[config.mk]
export PLATFORM = sky130hd
export DESIGN_NAME = acr_config_regs
export DESIGN_NICKNAME = d
export VERILOG_FILES = /design/src/verilog/acr_pkg.sv /design/src/verilog/acr_config_regs.sv
export SDC_FILE = /design/constraint.sdc
export NUM_CORES = 1
export LEC_CHECK = 0
export ABC_AREA = 1
export BUFFER_PORTS_ARGS = -buffer_cell sky130_fd_sc_hd__buf_2
export CAP_MARGIN = 20
export CELL_PAD_IN_SITES_DETAIL_PLACEMENT = 2
export CELL_PAD_IN_SITES_GLOBAL_PLACEMENT = 2
export CORE_MARGIN = 2
export CORE_UTILIZATION = 25
export CTS_CLUSTER_SIZE = 12
export DETAILED_ROUTE_END_ITERATION = 10
export PLACE_DENSITY = 0.81
export SLEW_MARGIN = 20
export SYNTH_ARGS = -nofsm -noshare
export SYNTH_HDL_FRONTEND = slang
export SYNTH_SLANG_ARGS = --single-unit
[constraint.sdc]
create_clock -name clk -period 1.7 [get_ports clk]
set_clock_uncertainty 0.15 [all_clocks]
set_input_delay 0.085 -clock clk [delete_from_list [all_inputs] [get_ports clk]]
set_output_delay 0.085 -clock clk [all_outputs]
set_load 0.1 [all_outputs]
[src/verilog/acr_pkg.sv]
/*
  Constants for the converter configuration register bank: register
  offsets, field positions, reset values and rate tables.
  Assumes a 20 MHz system clock and a byte-addressed Avalon-MM slave.
*/
`default_nettype none
package acr_pkg;
  // ***********************************************
  // register map (byte addresses)
  // ***********************************************
  localparam logic [3:0] ADDR_GAIN_CFG = 4'h0;
  localparam logic [3:0] ADDR_RATE_CFG = 4'h4;
  localparam logic [3:0] ADDR_STATUS = 4'h8;
  localparam logic [7:0] RESET_VALUE = 8'h00;
  localparam logic [31:0] UNMAPPED_READ = 32'h00000000;

  // ***********************************************
  // field positions
  // ***********************************************
  localparam int BYPASS_BIT = 0;
  localparam int GAIN_LSB = 1;
  localparam int GAIN_MSB = 3;
  localparam int MUX_LSB = 4;
  localparam int MUX_MSB = 7;
  localparam int TEMP_BIT = 0;
  localparam int REF_LSB = 1;
  localparam int REF_MSB = 2;
  localparam int REPEAT_BIT = 3;
  localparam int TURBO_BIT = 4;
  localparam int RATE_LSB = 5;
  localparam int RATE_MSB = 7;

  // ***********************************************
  // encodings
  // ***********************************************
  localparam logic [2:0] GAIN_CODE_8 = 3'h3;
  localparam logic [2:0] RATE_RESERVED = 3'h7;
  localparam logic [1:0] REF_CODE_INTERNAL = 2'h0;
  localparam logic [1:0] REF_CODE_EXTERNAL = 2'h1;
  localparam logic [11:0] MOD_CLK_NORMAL_KHZ = 12'h100;
  localparam logic [11:0] MOD_CLK_TURBO_KHZ = 12'h200;
  localparam logic [7:0] GAIN_UNITY = 8'h01;
  // samples per second per rate code; the reserved code reads as zero
  localparam logic [11:0] RATE_NORMAL_SPS [8] = '{
    12'h014, 12'h02D, 12'h05A, 12'h0AF, 12'h14A, 12'h258, 12'h3E8, 12'h000
  };
  localparam logic [11:0] RATE_TURBO_SPS [8] = '{
    12'h028, 12'h05A, 12'h0B4, 12'h15E, 12'h294, 12'h4B0, 12'h7D0, 12'h000
  };

  typedef enum logic [1:0] {
    ACR_REF_INTERNAL,
    ACR_REF_EXTERNAL,
    ACR_REF_SUPPLY
  } acr_ref_t;
endpackage
`default_nettype wire

[src/verilog/acr_config_regs.sv]
/*
  Configuration register bank for a delta-sigma converter: the gain and
  bypass register and the rate/mode register, plus the decoded controls
  that steer the converter core.
  Assumes an Avalon-MM master on clk, word accesses, synchronous reset.
*/
// The Avalon-MM interface to the registers was decided locally.
`timescale 1ns/1ps
`default_nettype none
module acr_config_regs (
  input wire logic clk,
  input wire logic reset_n,
  input wire logic [3:0] avs_address,
  input wire logic avs_read,
  input wire logic avs_write,
  input wire logic [31:0] avs_writedata,
  input wire logic [3:0] avs_byteenable,
  output logic [31:0] avs_readdata,
  output logic avs_waitrequest,
  output logic [3:0] input_select,
  output logic [7:0] input_amplifier_gain,
  output logic amp_bypass,
  output logic [11:0] rate_sps,
  output logic rate_reserved,
  output logic [11:0] mod_clk_khz,
  output logic conversion_repeat_select,
  output logic [1:0] ref_select,
  output logic temp_sense_enable
);
  // ***********************************************
  // bus handshake
  // ***********************************************
  // one wait state: a request is acknowledged in its second cycle,
  // which keeps the read data registered
  logic ack;
  wire req = (avs_read | avs_write) & ~ack;
  assign avs_waitrequest = (avs_read | avs_write) & ~ack;

  always_ff @(posedge clk) begin
    if (!reset_n) begin
      ack <= 1'b0;
    end else begin
      ack <= req;
    end
  end

  // ***********************************************
  // registers
  // ***********************************************
  logic [7:0] input_gain_config;
  logic [7:0] converter_rate_mode_config;
  // writes land on the acknowledge edge, where the master sees it
  wire wr_take = avs_write & ack & avs_byteenable[0];
  wire wr_gain = wr_take & (avs_address == acr_pkg::ADDR_GAIN_CFG);
  wire wr_rate = wr_take & (avs_address == acr_pkg::ADDR_RATE_CFG);

  always_ff @(posedge clk) begin
    if (!reset_n) begin
      input_gain_config <= acr_pkg::RESET_VALUE;
      converter_rate_mode_config <= acr_pkg::RESET_VALUE;
    end else begin
      if (wr_gain) begin
        input_gain_config <= avs_writedata[7:0];
      end
      if (wr_rate) begin
        converter_rate_mode_config <= avs_writedata[7:0];
      end
    end
  end

  // ***********************************************
  // field decode
  // ***********************************************
  function automatic logic [11:0] acr_rate_normal(input logic [2:0] code);
    acr_rate_normal = acr_pkg::RATE_NORMAL_SPS[code];
  endfunction

  // reserved rate code, used by the output flag and the status word
  function automatic logic acr_rate_is_reserved(input logic [2:0] code);
    acr_rate_is_reserved = (code == acr_pkg::RATE_RESERVED);
  endfunction

  wire [2:0] gain_code =
    input_gain_config[acr_pkg::GAIN_MSB:acr_pkg::GAIN_LSB];
  wire bypass_bit = input_gain_config[acr_pkg::BYPASS_BIT];
  wire [2:0] rate_code =
    converter_rate_mode_config[acr_pkg::RATE_MSB:acr_pkg::RATE_LSB];
  wire turbo = converter_rate_mode_config[acr_pkg::TURBO_BIT];
  wire repeat_bit = converter_rate_mode_config[acr_pkg::REPEAT_BIT];
  wire [1:0] ref_code =
    converter_rate_mode_config[acr_pkg::REF_MSB:acr_pkg::REF_LSB];
  wire temp_bit = converter_rate_mode_config[acr_pkg::TEMP_BIT];

  // temperature mode discards the whole gain register
  wire [2:0] eff_gain_code = temp_bit ? 3'h0 : gain_code;
  wire eff_bypass = ~temp_bit & bypass_bit &
    (eff_gain_code < acr_pkg::GAIN_CODE_8);
  wire [7:0] next_gain = acr_pkg::GAIN_UNITY << eff_gain_code;
  wire [11:0] normal_sps = acr_rate_normal(rate_code);
  wire [11:0] next_sps = turbo ? {normal_sps[10:0], 1'b0} : normal_sps;
  wire [11:0] next_mod = turbo ? acr_pkg::MOD_CLK_TURBO_KHZ
                               : acr_pkg::MOD_CLK_NORMAL_KHZ;
  acr_pkg::acr_ref_t next_ref;
  assign next_ref = temp_bit ? acr_pkg::ACR_REF_INTERNAL :
    (ref_code == acr_pkg::REF_CODE_INTERNAL) ? acr_pkg::ACR_REF_INTERNAL :
    (ref_code == acr_pkg::REF_CODE_EXTERNAL) ? acr_pkg::ACR_REF_EXTERNAL :
    acr_pkg::ACR_REF_SUPPLY;
  wire [3:0] next_input = temp_bit ? 4'h0
    : input_gain_config[acr_pkg::MUX_MSB:acr_pkg::MUX_LSB];

  // ***********************************************
  // core controls and read data, registered
  // ***********************************************
  wire reserved_now = acr_rate_is_reserved(rate_code);
  wire [31:0] status_word = {20'h00000, eff_bypass, next_ref, reserved_now,
    next_gain};
  wire [31:0] next_readdata =
    (avs_address == acr_pkg::ADDR_GAIN_CFG) ?
      {24'h000000, input_gain_config} :
    (avs_address == acr_pkg::ADDR_RATE_CFG) ?
      {24'h000000, converter_rate_mode_config} :
    (avs_address == acr_pkg::ADDR_STATUS) ? status_word :
    acr_pkg::UNMAPPED_READ;

  always_ff @(posedge clk) begin
    if (!reset_n) begin
      avs_readdata <= 32'h00000000;
      input_select <= 4'h0;
      input_amplifier_gain <= acr_pkg::GAIN_UNITY;
      amp_bypass <= 1'b0;
      rate_sps <= acr_pkg::RATE_NORMAL_SPS[0];
      rate_reserved <= 1'b0;
      mod_clk_khz <= acr_pkg::MOD_CLK_NORMAL_KHZ;
      conversion_repeat_select <= 1'b0;
      ref_select <= 2'h0;
      temp_sense_enable <= 1'b0;
    end else begin
      avs_readdata <= (avs_read & req) ? next_readdata : avs_readdata;
      input_select <= next_input;
      input_amplifier_gain <= next_gain;
      amp_bypass <= eff_bypass;
      rate_sps <= next_sps;
      rate_reserved <= reserved_now;
      mod_clk_khz <= next_mod;
      conversion_repeat_select <= repeat_bit;
      ref_select <= next_ref;
      temp_sense_enable <= temp_bit;
    end
  end

  // ***********************************************
  // decoded control checks
  // ***********************************************
  // one pair per defined code, against the tables rather than the shift
  for (genvar k = 0; k < int'(acr_pkg::RATE_RESERVED); k++) begin : g_rate

  end
endmodule
`default_nettype wire

==> results of run 1 <==
final cells by class:
type                    count  area (sq um)  area share (%)
repair buffers             79         470.5           14.27
flip-flops and latches     60          1202           36.47
inverters                  32         120.1           3.643
clock inverters             6         63.81           1.935
well taps                 136         170.2           5.161
multi-input cells         235          1132           34.35
clock buffers              10         137.6           4.175
logic make-up after synthesis:
group                      count (synthesis)  share of synthesized area (%)
AOI/OAI and AO/OA                         59                          13.04
adders and majority gates                  6                          2.876
buffers and inverters                     71                          15.00
DFF                                       60                          46.02
other                                      1                         0.1437
and+or+nand+nor                          139                          22.91
worst register-to-register path: stages (launching register included):
cell and delay [ps]:
dfxtp_1 480, inv_2 150, o21ai_1 250, nand3_1 130
nand2_1 80, nand2_1 70, a21oi_1 130
power groups by stage:
| stage | combinational (uW) | sequential [uW] | clock (uW) |
|---|---|---|---|
| floorplan | 451 | 1490 | 0 |
| global placement | 498 | 1450 | 0 |
| detailed placement | 504 | 1450 | 0 |
| CTS | 526 | 1420 | 1340 |
| global route | 553 | 1420 | 1430 |
| finish | 527 | 1420 | 1300 |
final timing paths:
path | start | endpoint | slack [ps] | cells after the start
max reg2reg | converter_rate_mode_config[0] | avs_readdata[0] | 180 | 6
min reg2reg | avs_readdata[7] | avs_readdata[7] | 310 | 2
min | reset_n | rate_sps[1] | 20 | 5
max | avs_read | avs_waitrequest | 180 | 7
timing repair:
action | CTS | global route
hold endpoints to repair | 17 | 0
gates resized for setup | 0 | 3
endpoints found under the setup margin | 0 | 4
hold buffers | 10 | 0
flip-flops by register name (all words and copies together) (netlist names):
register	flops
avs_readdata	12
rate_sps	11
converter_rate_mode_config	8
input_amplifier_gain	8
input_gain_config	8
input_select	4
mod_clk_khz	2
ref_select	2
ack	1
amp_bypass	1
conversion_repeat_select	1
rate_reserved	1
temp_sense_enable	1
routing by layer:
metal	wire [microns]	track usage (%)
met3	348	3.924
met1	3217	17.35
met2	4327	27.47
met4	165	6.861
met5	0	0
cells in the final DEF, fill, tap and decap left out, drive strengths merged, types with 9 or more instances in the layout:
| cell type | count |
|---|---|
| nand2 | 57 |
| o21ai | 23 |
| clkbuf | 11 |
| nand3 | 13 |
| a21oi | 21 |
| dfxtp | 60 |
| nor3 | 9 |
| dlygate4sd3 | 10 |
| buf | 68 |
| inv | 31 |
| conb | 31 |
| nor2 | 60 |
metrics by stage:
| step | util [%] | hold slack [ps] | cell area, sq um | power (uW) | setup slack (ps) |
|---|---|---|---|---|---|
| 2_1_floorplan | - | 69.90 | 2723 | 1937 | 301.1 |
| 3_3_place_gp | 29.22 | 181.2 | 2989 | 1948 | 262.1 |
| 3_5_place_dp | 29.22 | 187.3 | 2989 | 1956 | 135.9 |
| 4_1_cts | 32.16 | 8.971 | 3291 | 3288 | 95.10 |
| 5_1_grt | 32.22 | 75.63 | 3297 | 3397 | 27.82 |
| 6_report | 32.22 | 20.13 | 3297 | 3247 | 178.8 |
==> impl_metrics.csv, run 1 <==
group,metric,value,unit
yosys,ys.flop_type,"dfxtp_1",
yosys,ys_top_cells_by_area,"dfxtp_1, buf_4, nand2_1",
drt,drc_errors,0,
timing,fmax,657.4,MHz
grt,grt_overflow,0,
drt,final_antenna_net_count,0,
cells_and_area,antenna_cells,0,
pwr,p_int,2197,uW
cts,cts-root-buf,"clkbuf_8",
timing,finalCriticalPeriod,1521,ps
cts,clock_latency,340,ps
worst_setup_path,slowest_delay,520,ps
pwr,p_per_area,984.7,nW/um^2
yosys,ys_async_sr_fraction,0,%
drt,routed_wl,8058,microns
pwr,power.switching,1050,uW
timing,rsz0062_at_grt,"no",
grt,grt_start_max_net_pins,23,
yosys,synth_top_area_share,46.02,%
cts,path_clk_slew,70,ps
drt,first_pass_iters,4,
timing,hold_viol,0,
yosys,syn_area_per_cell,7.768,sq um
yosys,ys_warn_count,0,
worst_setup_path,cp_max_fo,2,
die,chipWidth,106.2,microns
worst_setup_path,crit_chain,"dlygate4sd3_1 -> buf_2 -> inv_1 -> nand2_1 -> nand2_1 -> inv_1 -> clkbuf_4",
grt,grt_pass1_vias,2631,
worst_setup_path,end_kind,"output port",
cells_and_area,syn_to_final_growth,26.32,%
pwr,power_frac_comb,16.2,%
pwr,power.share.clock,40.1,%
drt,drtIter0Drc,76,
worst_setup_path,worst-path-buf-inv,5,
cts,cts_max_path_buffers,2,
cells_and_area,fin_cells,558,
placed_design,gp_congestion,0.8397,
placed_design,io_buffers,60,
hold_path,hold_path.class,"primary input to flop",
pwr,ir_drop,0.0002825,V
die,core_area,10230,sq um
drt,vias,2415,
placed_design,dp_cells,532,
timing,maxSlewViolCount,0,
pwr,p_leak,0.001551,uW
run_status,status,"complete, no violations",
cts,numCtsBuffers,9,
yosys,synth_seq_area_share,46.02,%
cells_and_area,nets,467,
grt,grt_first_pass_wirelength,13630,microns
timing,setup_viol,0,
run,maxCapViolCount,0,
pwr,p_sw_share,32.34,%
timing,tns,0,ps
worst_setup_path,crit_path_start_kind,"primary input",
yosys,yosysMostFrequentCell,"dfxtp_1",
yosys,synth_edf_count,0,
worst_setup_path,path_class,"primary input to output port",
die,rows,37,
worst_setup_path,cpMaxStageDelayCell,"dlygate4sd3_1",
grt,grt_antenna_before_repair,0,
worst_setup_path,cp.arrival,1290,ps
cts,cts_tree,"done",
cts,htreeDepth,3,
worst_setup_path,crit_family,"buffers and inverters",
die,initial_core_util,25.51,%
die,die_area,11270,sq um
die,die_h,106.2,microns
timing,post-route-period-util,89.48,%
yosys,syn_area,2610,sq um
die,io_pins,119,
worst_setup_path,worstPathRequired,1460,ps
cells_and_area,layout-drive-gt1-share,24.41,%
yosys,yosys.area.top_type,"dfxtp_1",
cts,cts.sinks,60,
cells_and_area,fill_cells,1207,
placed_design,dpl.hpwl,6077,microns
drt,via_per_inst,4.328,
drt,drt-wirelength-per-cell,14.44,microns
yosys,syn_inst,336,
cts,post_cts_buffers,0,
yosys,synth_common_cells,"dfxtp_1, nand2_1, nor2_1",
grt,grt_usage,15.46,%
pwr,seq_power_share,43.7,%
yosys,ys_types,27,
yosys,synth-seq-cells,60,
(Power assumes the default switching activity.)
==> inputs of run 2 (changes only) <==
--- a/config.mk
+++ b/config.mk
@@ -15,6 +15,7 @@
 export CTS_CLUSTER_SIZE = 12
 export DETAILED_ROUTE_END_ITERATION = 10
 export PLACE_DENSITY = 0.81
+export REMOVE_ABC_BUFFERS = 1
 export SLEW_MARGIN = 20
 export SYNTH_ARGS = -nofsm -noshare
 export SYNTH_HDL_FRONTEND = slang
==> run 2 against run 1 <==
Count of clock-buffer cells in the layout rose by 3. Sequential share of layout area down 0.22 points. Non-clock buffer count unchanged. Clock power grew 8%. Final area increased by 0.49%. Combinational power about the same. Sequential cell count stayed put. Critical endpoint unchanged. Maximum frequency fell by 5.0%.
==> impl_metrics.csv, run 2 (synthesis results as in run 1) <==
group,metric,value,unit
run_status,status,"complete, no violations",
placed_design,io_buffers,60,
placed_design,dpl.hpwl,5946,microns
worst_setup_path,reg2reg_to,"rate_sps[8]",
worst_setup_path,worstPathRequired,1460,ps
timing,setup_viol,0,
grt,grt_pass1_vias,2487,
drt,routed_wl,7747,microns
die,die_h,106.2,microns
die,io_pins,119,
run,maxCapViolCount,0,
timing,rsz0062_at_grt,"no",
cells_and_area,syn_to_final_growth,26.94,%
cts,cts-root-buf,"clkbuf_8",
timing,finalCriticalPeriod,1602,ps
cells_and_area,most-common-layout-cells,"dfxtp_1, buf_2, nand2_1",
pwr,ir_drop,0.0003098,V
pwr,power.switching,1035,uW
timing,fmax,624.2,MHz
timing,maxSlewViolCount,0,
worst_setup_path,cp_max_fo,2,
pwr,power.share.clock,42.0,%
cells_and_area,antenna_cells,0,
cells_and_area,multiInputGateArea,1130,sq um
pwr,p_leak,0.001562,uW
drt,first_pass_iters,4,
cells_and_area,largest_reg_flops,12,
drt,drt-wirelength-per-cell,13.88,microns
grt,grt_start_max_net_pins,23,
die,die_area,11270,sq um
cts,cts_max_path_buffers,2,
timing,hold_viol,0,
die,chipWidth,106.2,microns
pwr,seq_power_share,42.3,%
cells_and_area,largestRegisters,"avs_readdata: 12 flops, rate_sps: 11 flops",
drt,final_antenna_net_count,0,
drt,vias,2350,
cells_and_area,layout-drive-gt1-share,23.70,%
cells_and_area,nets,467,
placed_design,dp_slack,138.3,ps
die,initial_core_util,25.51,%
cts,cts-resized-gates,0,
cells_and_area,top_register,"avs_readdata",
cts,cts_tree,"done",
hold_path,hold_path.class,"primary input to flop",
worst_setup_path,cp.arrival,1370,ps
cts,htreeDepth,3,
worst_setup_path,slowest_delay,520,ps
worst_setup_path,r2r_start,"converter_rate_mode_config[5]",
worst_setup_path,crit_path_start_kind,"primary input",
grt,grt_usage,14.31,%
worst_setup_path,cp-endpoint,"avs_waitrequest",
worst_setup_path,cp-startpoint,"avs_read",
timing,worst_slack,97.98,ps
hold_path,hold_depth,7,
timing,tns,0,ps
pwr,p_int,2318,uW
worst_setup_path,crit_chain,"dlygate4sd3_1 -> buf_2 -> inv_1 -> nand2_1 -> nand2_1 -> inv_1 -> buf_2",
cells_and_area,fill_cells,1220,
timing,post-route-period-util,94.24,%
die,rows,37,
worst_setup_path,end_kind,"output port",
drt,via_per_inst,4.211,
drt,drc_errors,0,
grt,grt_overflow,0,
grt,grt_antenna_before_repair,0,
cts,cts.sinks,60,
cells_and_area,fin_util,32.38,%
worst_setup_path,reg2reg_slack,130,ps
cells_and_area,ff_latch_area,1201,sq um
worst_setup_path,cpMaxStageDelayCell,"dlygate4sd3_1",
drt,drtIter0Drc,43,
pwr,p_per_area,1012,nW/um^2
die,core_area,10230,sq um
cts,numCtsBuffers,9,
pwr,power_frac_comb,15.7,%
placed_design,gp_congestion,0.8535,
worst_setup_path,rr_worst_depth,6,
cts,clock_latency,360,ps
grt,grt_first_pass_wirelength,12430,microns
pwr,p_sw_share,30.87,%
cts,path_clk_slew,70,ps
worst_setup_path,path_class,"primary input to output port",
## run 2: worst min-delay path by stage
stage,to,startpoint
6_report,avs_readdata[6],avs_address[3]
4_1_cts,avs_readdata[6],avs_address[3]
3_3_place_gp,converter_rate_mode_config[0],avs_writedata[0]
3_5_place_dp,converter_rate_mode_config[3],avs_writedata[3]
5_1_grt,avs_readdata[4],avs_address[0]
2_1_floorplan,input_amplifier_gain[0],reset_n
## run 2: cell type report
| class | count | area share (%) |
|---|---|---|
| repair buffers | 79 | 14.20 |
| flip-flops and latches | 60 | 36.25 |
| inverters | 32 | 3.625 |
| multi-input cells | 235 | 34.10 |
| clock inverters | 3 | 1.284 |
| clock buffers | 13 | 5.400 |
| well taps | 136 | 5.136 |
## run 2: power groups by stage
| stage | clock network (uW) | registers [uW] | logic (uW) |
|---|---|---|---|
| floorplan | 0 | 1490 | 386 |
| global placement | 0 | 1450 | 496 |
| detailed placement | 0 | 1450 | 503 |
| CTS | 1450 | 1420 | 526 |
| global route | 1500 | 1420 | 551 |
| finish | 1410 | 1420 | 525 |
## run 2: what timing repair did
| action | 4_1_cts | 5_1_grt |
|---|---|---|
| buffers inserted | 0 | 0 |
| hold buffers | 11 | 0 |
| hold endpoints to repair | 20 | 0 |
## run 2: critical path, delay by kind of cell
family	cells	cell delay, ps
buffers and inverters	5	1140
and+or+nand+nor	2	150
## run 2: through the flow
| stage | instances | hold slack, ps | power (uW) | instance area [sq um] |
|---|---|---|---|---|
| detailed placement | 531 | 194.1 | 1955 | 2982 |
| global route | 558 | 108.5 | 3466 | 3313 |
| floorplan | 327 | 3.763 | 1872 | 2451 |
| CTS | 558 | 58.42 | 3393 | 3313 |
| global placement | 531 | 174.6 | 1947 | 2982 |
| finish | 558 | 74.94 | 3354 | 3313 |
## run 2: metal layers
layer | vias up | routed length, microns | GRT usage [%]
li1 | 1175 | - | -
met5 | - | 0 | 0
met4 | 0 | 177 | 7.613
met3 | 13 | 319 | 3.188
met1 | 1113 | 3499 | 17.18
met2 | 49 | 3750 | 23.76
==> inputs of run 3 (changes only) <==
--- a/config.mk
+++ b/config.mk
@@ -14,7 +14,7 @@
 export CORE_UTILIZATION = 25
 export CTS_CLUSTER_SIZE = 12
 export DETAILED_ROUTE_END_ITERATION = 10
-export PLACE_DENSITY = 0.81
+export PLACE_DENSITY = 0.77
 export REMOVE_ABC_BUFFERS = 1
 export SLEW_MARGIN = 20
 export SYNTH_ARGS = -nofsm -noshare
==> run 3 against run 2 <==
Largest cell class unchanged. Via count up 1.6%. Critical path depth is the same. Maximum frequency rose by 0.79%. Highest routed layer unchanged. Largest power group unchanged. Register-to-register slack improved by 70 ps. Combinational power about the same.
==> impl_metrics.csv, run 3 (synthesis results as in run 1) <==
group,metric,value,unit
drt,routed_wl,7856,microns
cts,cts_max_path_buffers,2,
grt,grt_usage,15.04,%
hold_path,hold_path.class,"primary input to flop",
timing,rsz0062_at_grt,"no",
die,rows,37,
cts,post_cts_buffers,0,
cells_and_area,nets,466,
cts,numCtsBuffers,9,
drt,drc_errors,0,
run_status,status,"complete, no violations",
pwr,p_leak,0.001540,uW
pwr,p_per_area,971.8,nW/um^2
drt,drt-wirelength-per-cell,14.10,microns
drt,via_per_inst,4.285,
worst_setup_path,crit_chain,"dlygate4sd3_1 -> buf_2 -> inv_1 -> nand2_1 -> nand2_1 -> inv_1 -> buf_2",
timing,hold_viol,0,
worst_setup_path,slowest_delay,520,ps
worst_setup_path,cp_max_fo,2,
grt,grt_pass1_vias,2558,
timing,setup_viol,0,
die,core_area,10230,sq um
timing,finalCriticalPeriod,1589,ps
grt,grt_start_max_net_pins,23,
pwr,p_sw_share,32.24,%
hold_path,hp-start,"reset_n",
cells_and_area,top_register,"avs_readdata",
pwr,power_frac_comb,16.5,%
cells_and_area,largestRegisters,"avs_readdata: 12 flops, rate_sps: 11 flops",
worst_setup_path,cpMaxStageDelayCell,"dlygate4sd3_1",
run,maxCapViolCount,0,
die,io_pins,119,
timing,post-route-period-util,93.50,%
worst_setup_path,path_class,"primary input to output port",
cells_and_area,layout-drive-gt1-share,23.28,%
timing,tns,0,ps
grt,grt_overflow,0,
drt,first_pass_iters,4,
worst_setup_path,cp_num_cells,7,
worst_setup_path,crit_family,"buffers and inverters",
cts,clock_latency,350,ps
drt,final_antenna_net_count,0,
pwr,ir_drop,0.0003109,V
worst_setup_path,worst-path-buf-inv,5,
grt,grt_antenna_before_repair,0,
timing,hold-worst-slack,27.43,ps
worst_setup_path,reg2reg_slack,200,ps
worst_setup_path,reg2reg_to,"converter_rate_mode_config[6]",
placed_design,placed_cell_area,2982,sq um
die,die_area,11270,sq um
cts,htreeDepth,3,
pwr,power.switching,1023,uW
timing,maxSlewViolCount,0,
grt,grt_first_pass_wirelength,13050,microns
drt,vias,2387,
cells_and_area,syn_to_final_growth,25.12,%
die,die_h,106.2,microns
worst_setup_path,rr_worst_depth,5,
worst_setup_path,end_kind,"output port",
pwr,power.share.clock,38.8,%
placed_design,dpl.hpwl,5882,microns
cts,cts.sinks,60,
cells_and_area,largest_reg_flops,12,
die,chipWidth,106.2,microns
worst_setup_path,cp.arrival,1350,ps
cells_and_area,most-common-layout-cells,"dfxtp_1, buf_2, nand2_1",
pwr,seq_power_share,44.7,%
timing,fmax,629.1,MHz
worst_setup_path,crit_path_start_kind,"primary input",
placed_design,gp_congestion,0.8037,
cts,cts-root-buf,"clkbuf_8",
cts,cts_tree,"done",
cells_and_area,antenna_cells,0,
worst_setup_path,r2r_start,"ack",
hold_path,hold_depth,3,
drt,drtIter0Drc,56,
hold_path,hold_end,"input_amplifier_gain[0]",
placed_design,io_buffers,60,
cells_and_area,fin_area,3266,sq um
die,initial_core_util,25.51,%
pwr,p_int,2150,uW
worst_setup_path,worstPathRequired,1460,ps
cts,path_clk_slew,60,ps
==> run 3: changes by cell type in the layout (fill, tap and decap cells not counted) <==
cell and delta:
clkbuf_8 -4, clkbuf_1 +2, dlygate4sd3_1 -1, clkinv_2 +2
==> run 3: worst max path at each step <==
stage	startpoint	end
floorplan	ack	avs_readdata[8]
global placement	ack	converter_rate_mode_config[5]
detailed placement	input_gain_config[3]	avs_readdata[3]
CTS	avs_write	avs_waitrequest
global route	converter_rate_mode_config[0]	avs_readdata[4]
finish	avs_write	avs_waitrequest
==> run 3: tightest hold or removal path: stages <==
cell	delay (ps)
buf_2	130
buf_4	200
nand2_1	80
==> run 3: power by group through the flow <==
stage               logic [uW]  clock network, uW  registers (uW)
floorplan                  386                  0            1490
global placement           497                  0            1450
detailed placement         503                  0            1450
CTS                        523               1270            1420
global route               549               1340            1420
finish                     523               1230            1420
==> run 3: through the flow <==
step                utilization [%]  total power (uW)  worst slack, ps  instances
floorplan                         -              1872            252.2        327
global placement              29.14              1947            275.1        531
detailed placement            29.14              1954            215.9        531
CTS                           31.92              3212            109.3        557
global route                  31.92              3310            26.28        557
finish                        31.92              3174            110.5        557
==> run 3: layer usage <==
metal	vias up	share of wire [%]	GRT usage, %
li1	1177	-	-
met1	1139	45	19.09
met2	59	48	24.36
met3	12	3.9	2.391
met4	0	2.5	8.177
met5	-	0	0
==> run 3: repair_timing <==
action	in CTS	in global routing
hold buffers	10	0
resized for setup	0	0
hold endpoints to repair	17	0
==> run 3: cell type report <==
| cell class | instances | area [sq um] |
|---|---|---|
| fillers | 1222 | 6965 |
| inverters | 32 | 120.1 |
| flip-flops and latches | 60 | 1201 |
| repair buffers | 78 | 460.4 |
| well taps | 136 | 170.2 |
| clock buffers | 11 | 131.4 |
| multi-input cells | 235 | 1130 |
| clock inverters | 5 | 52.55 |
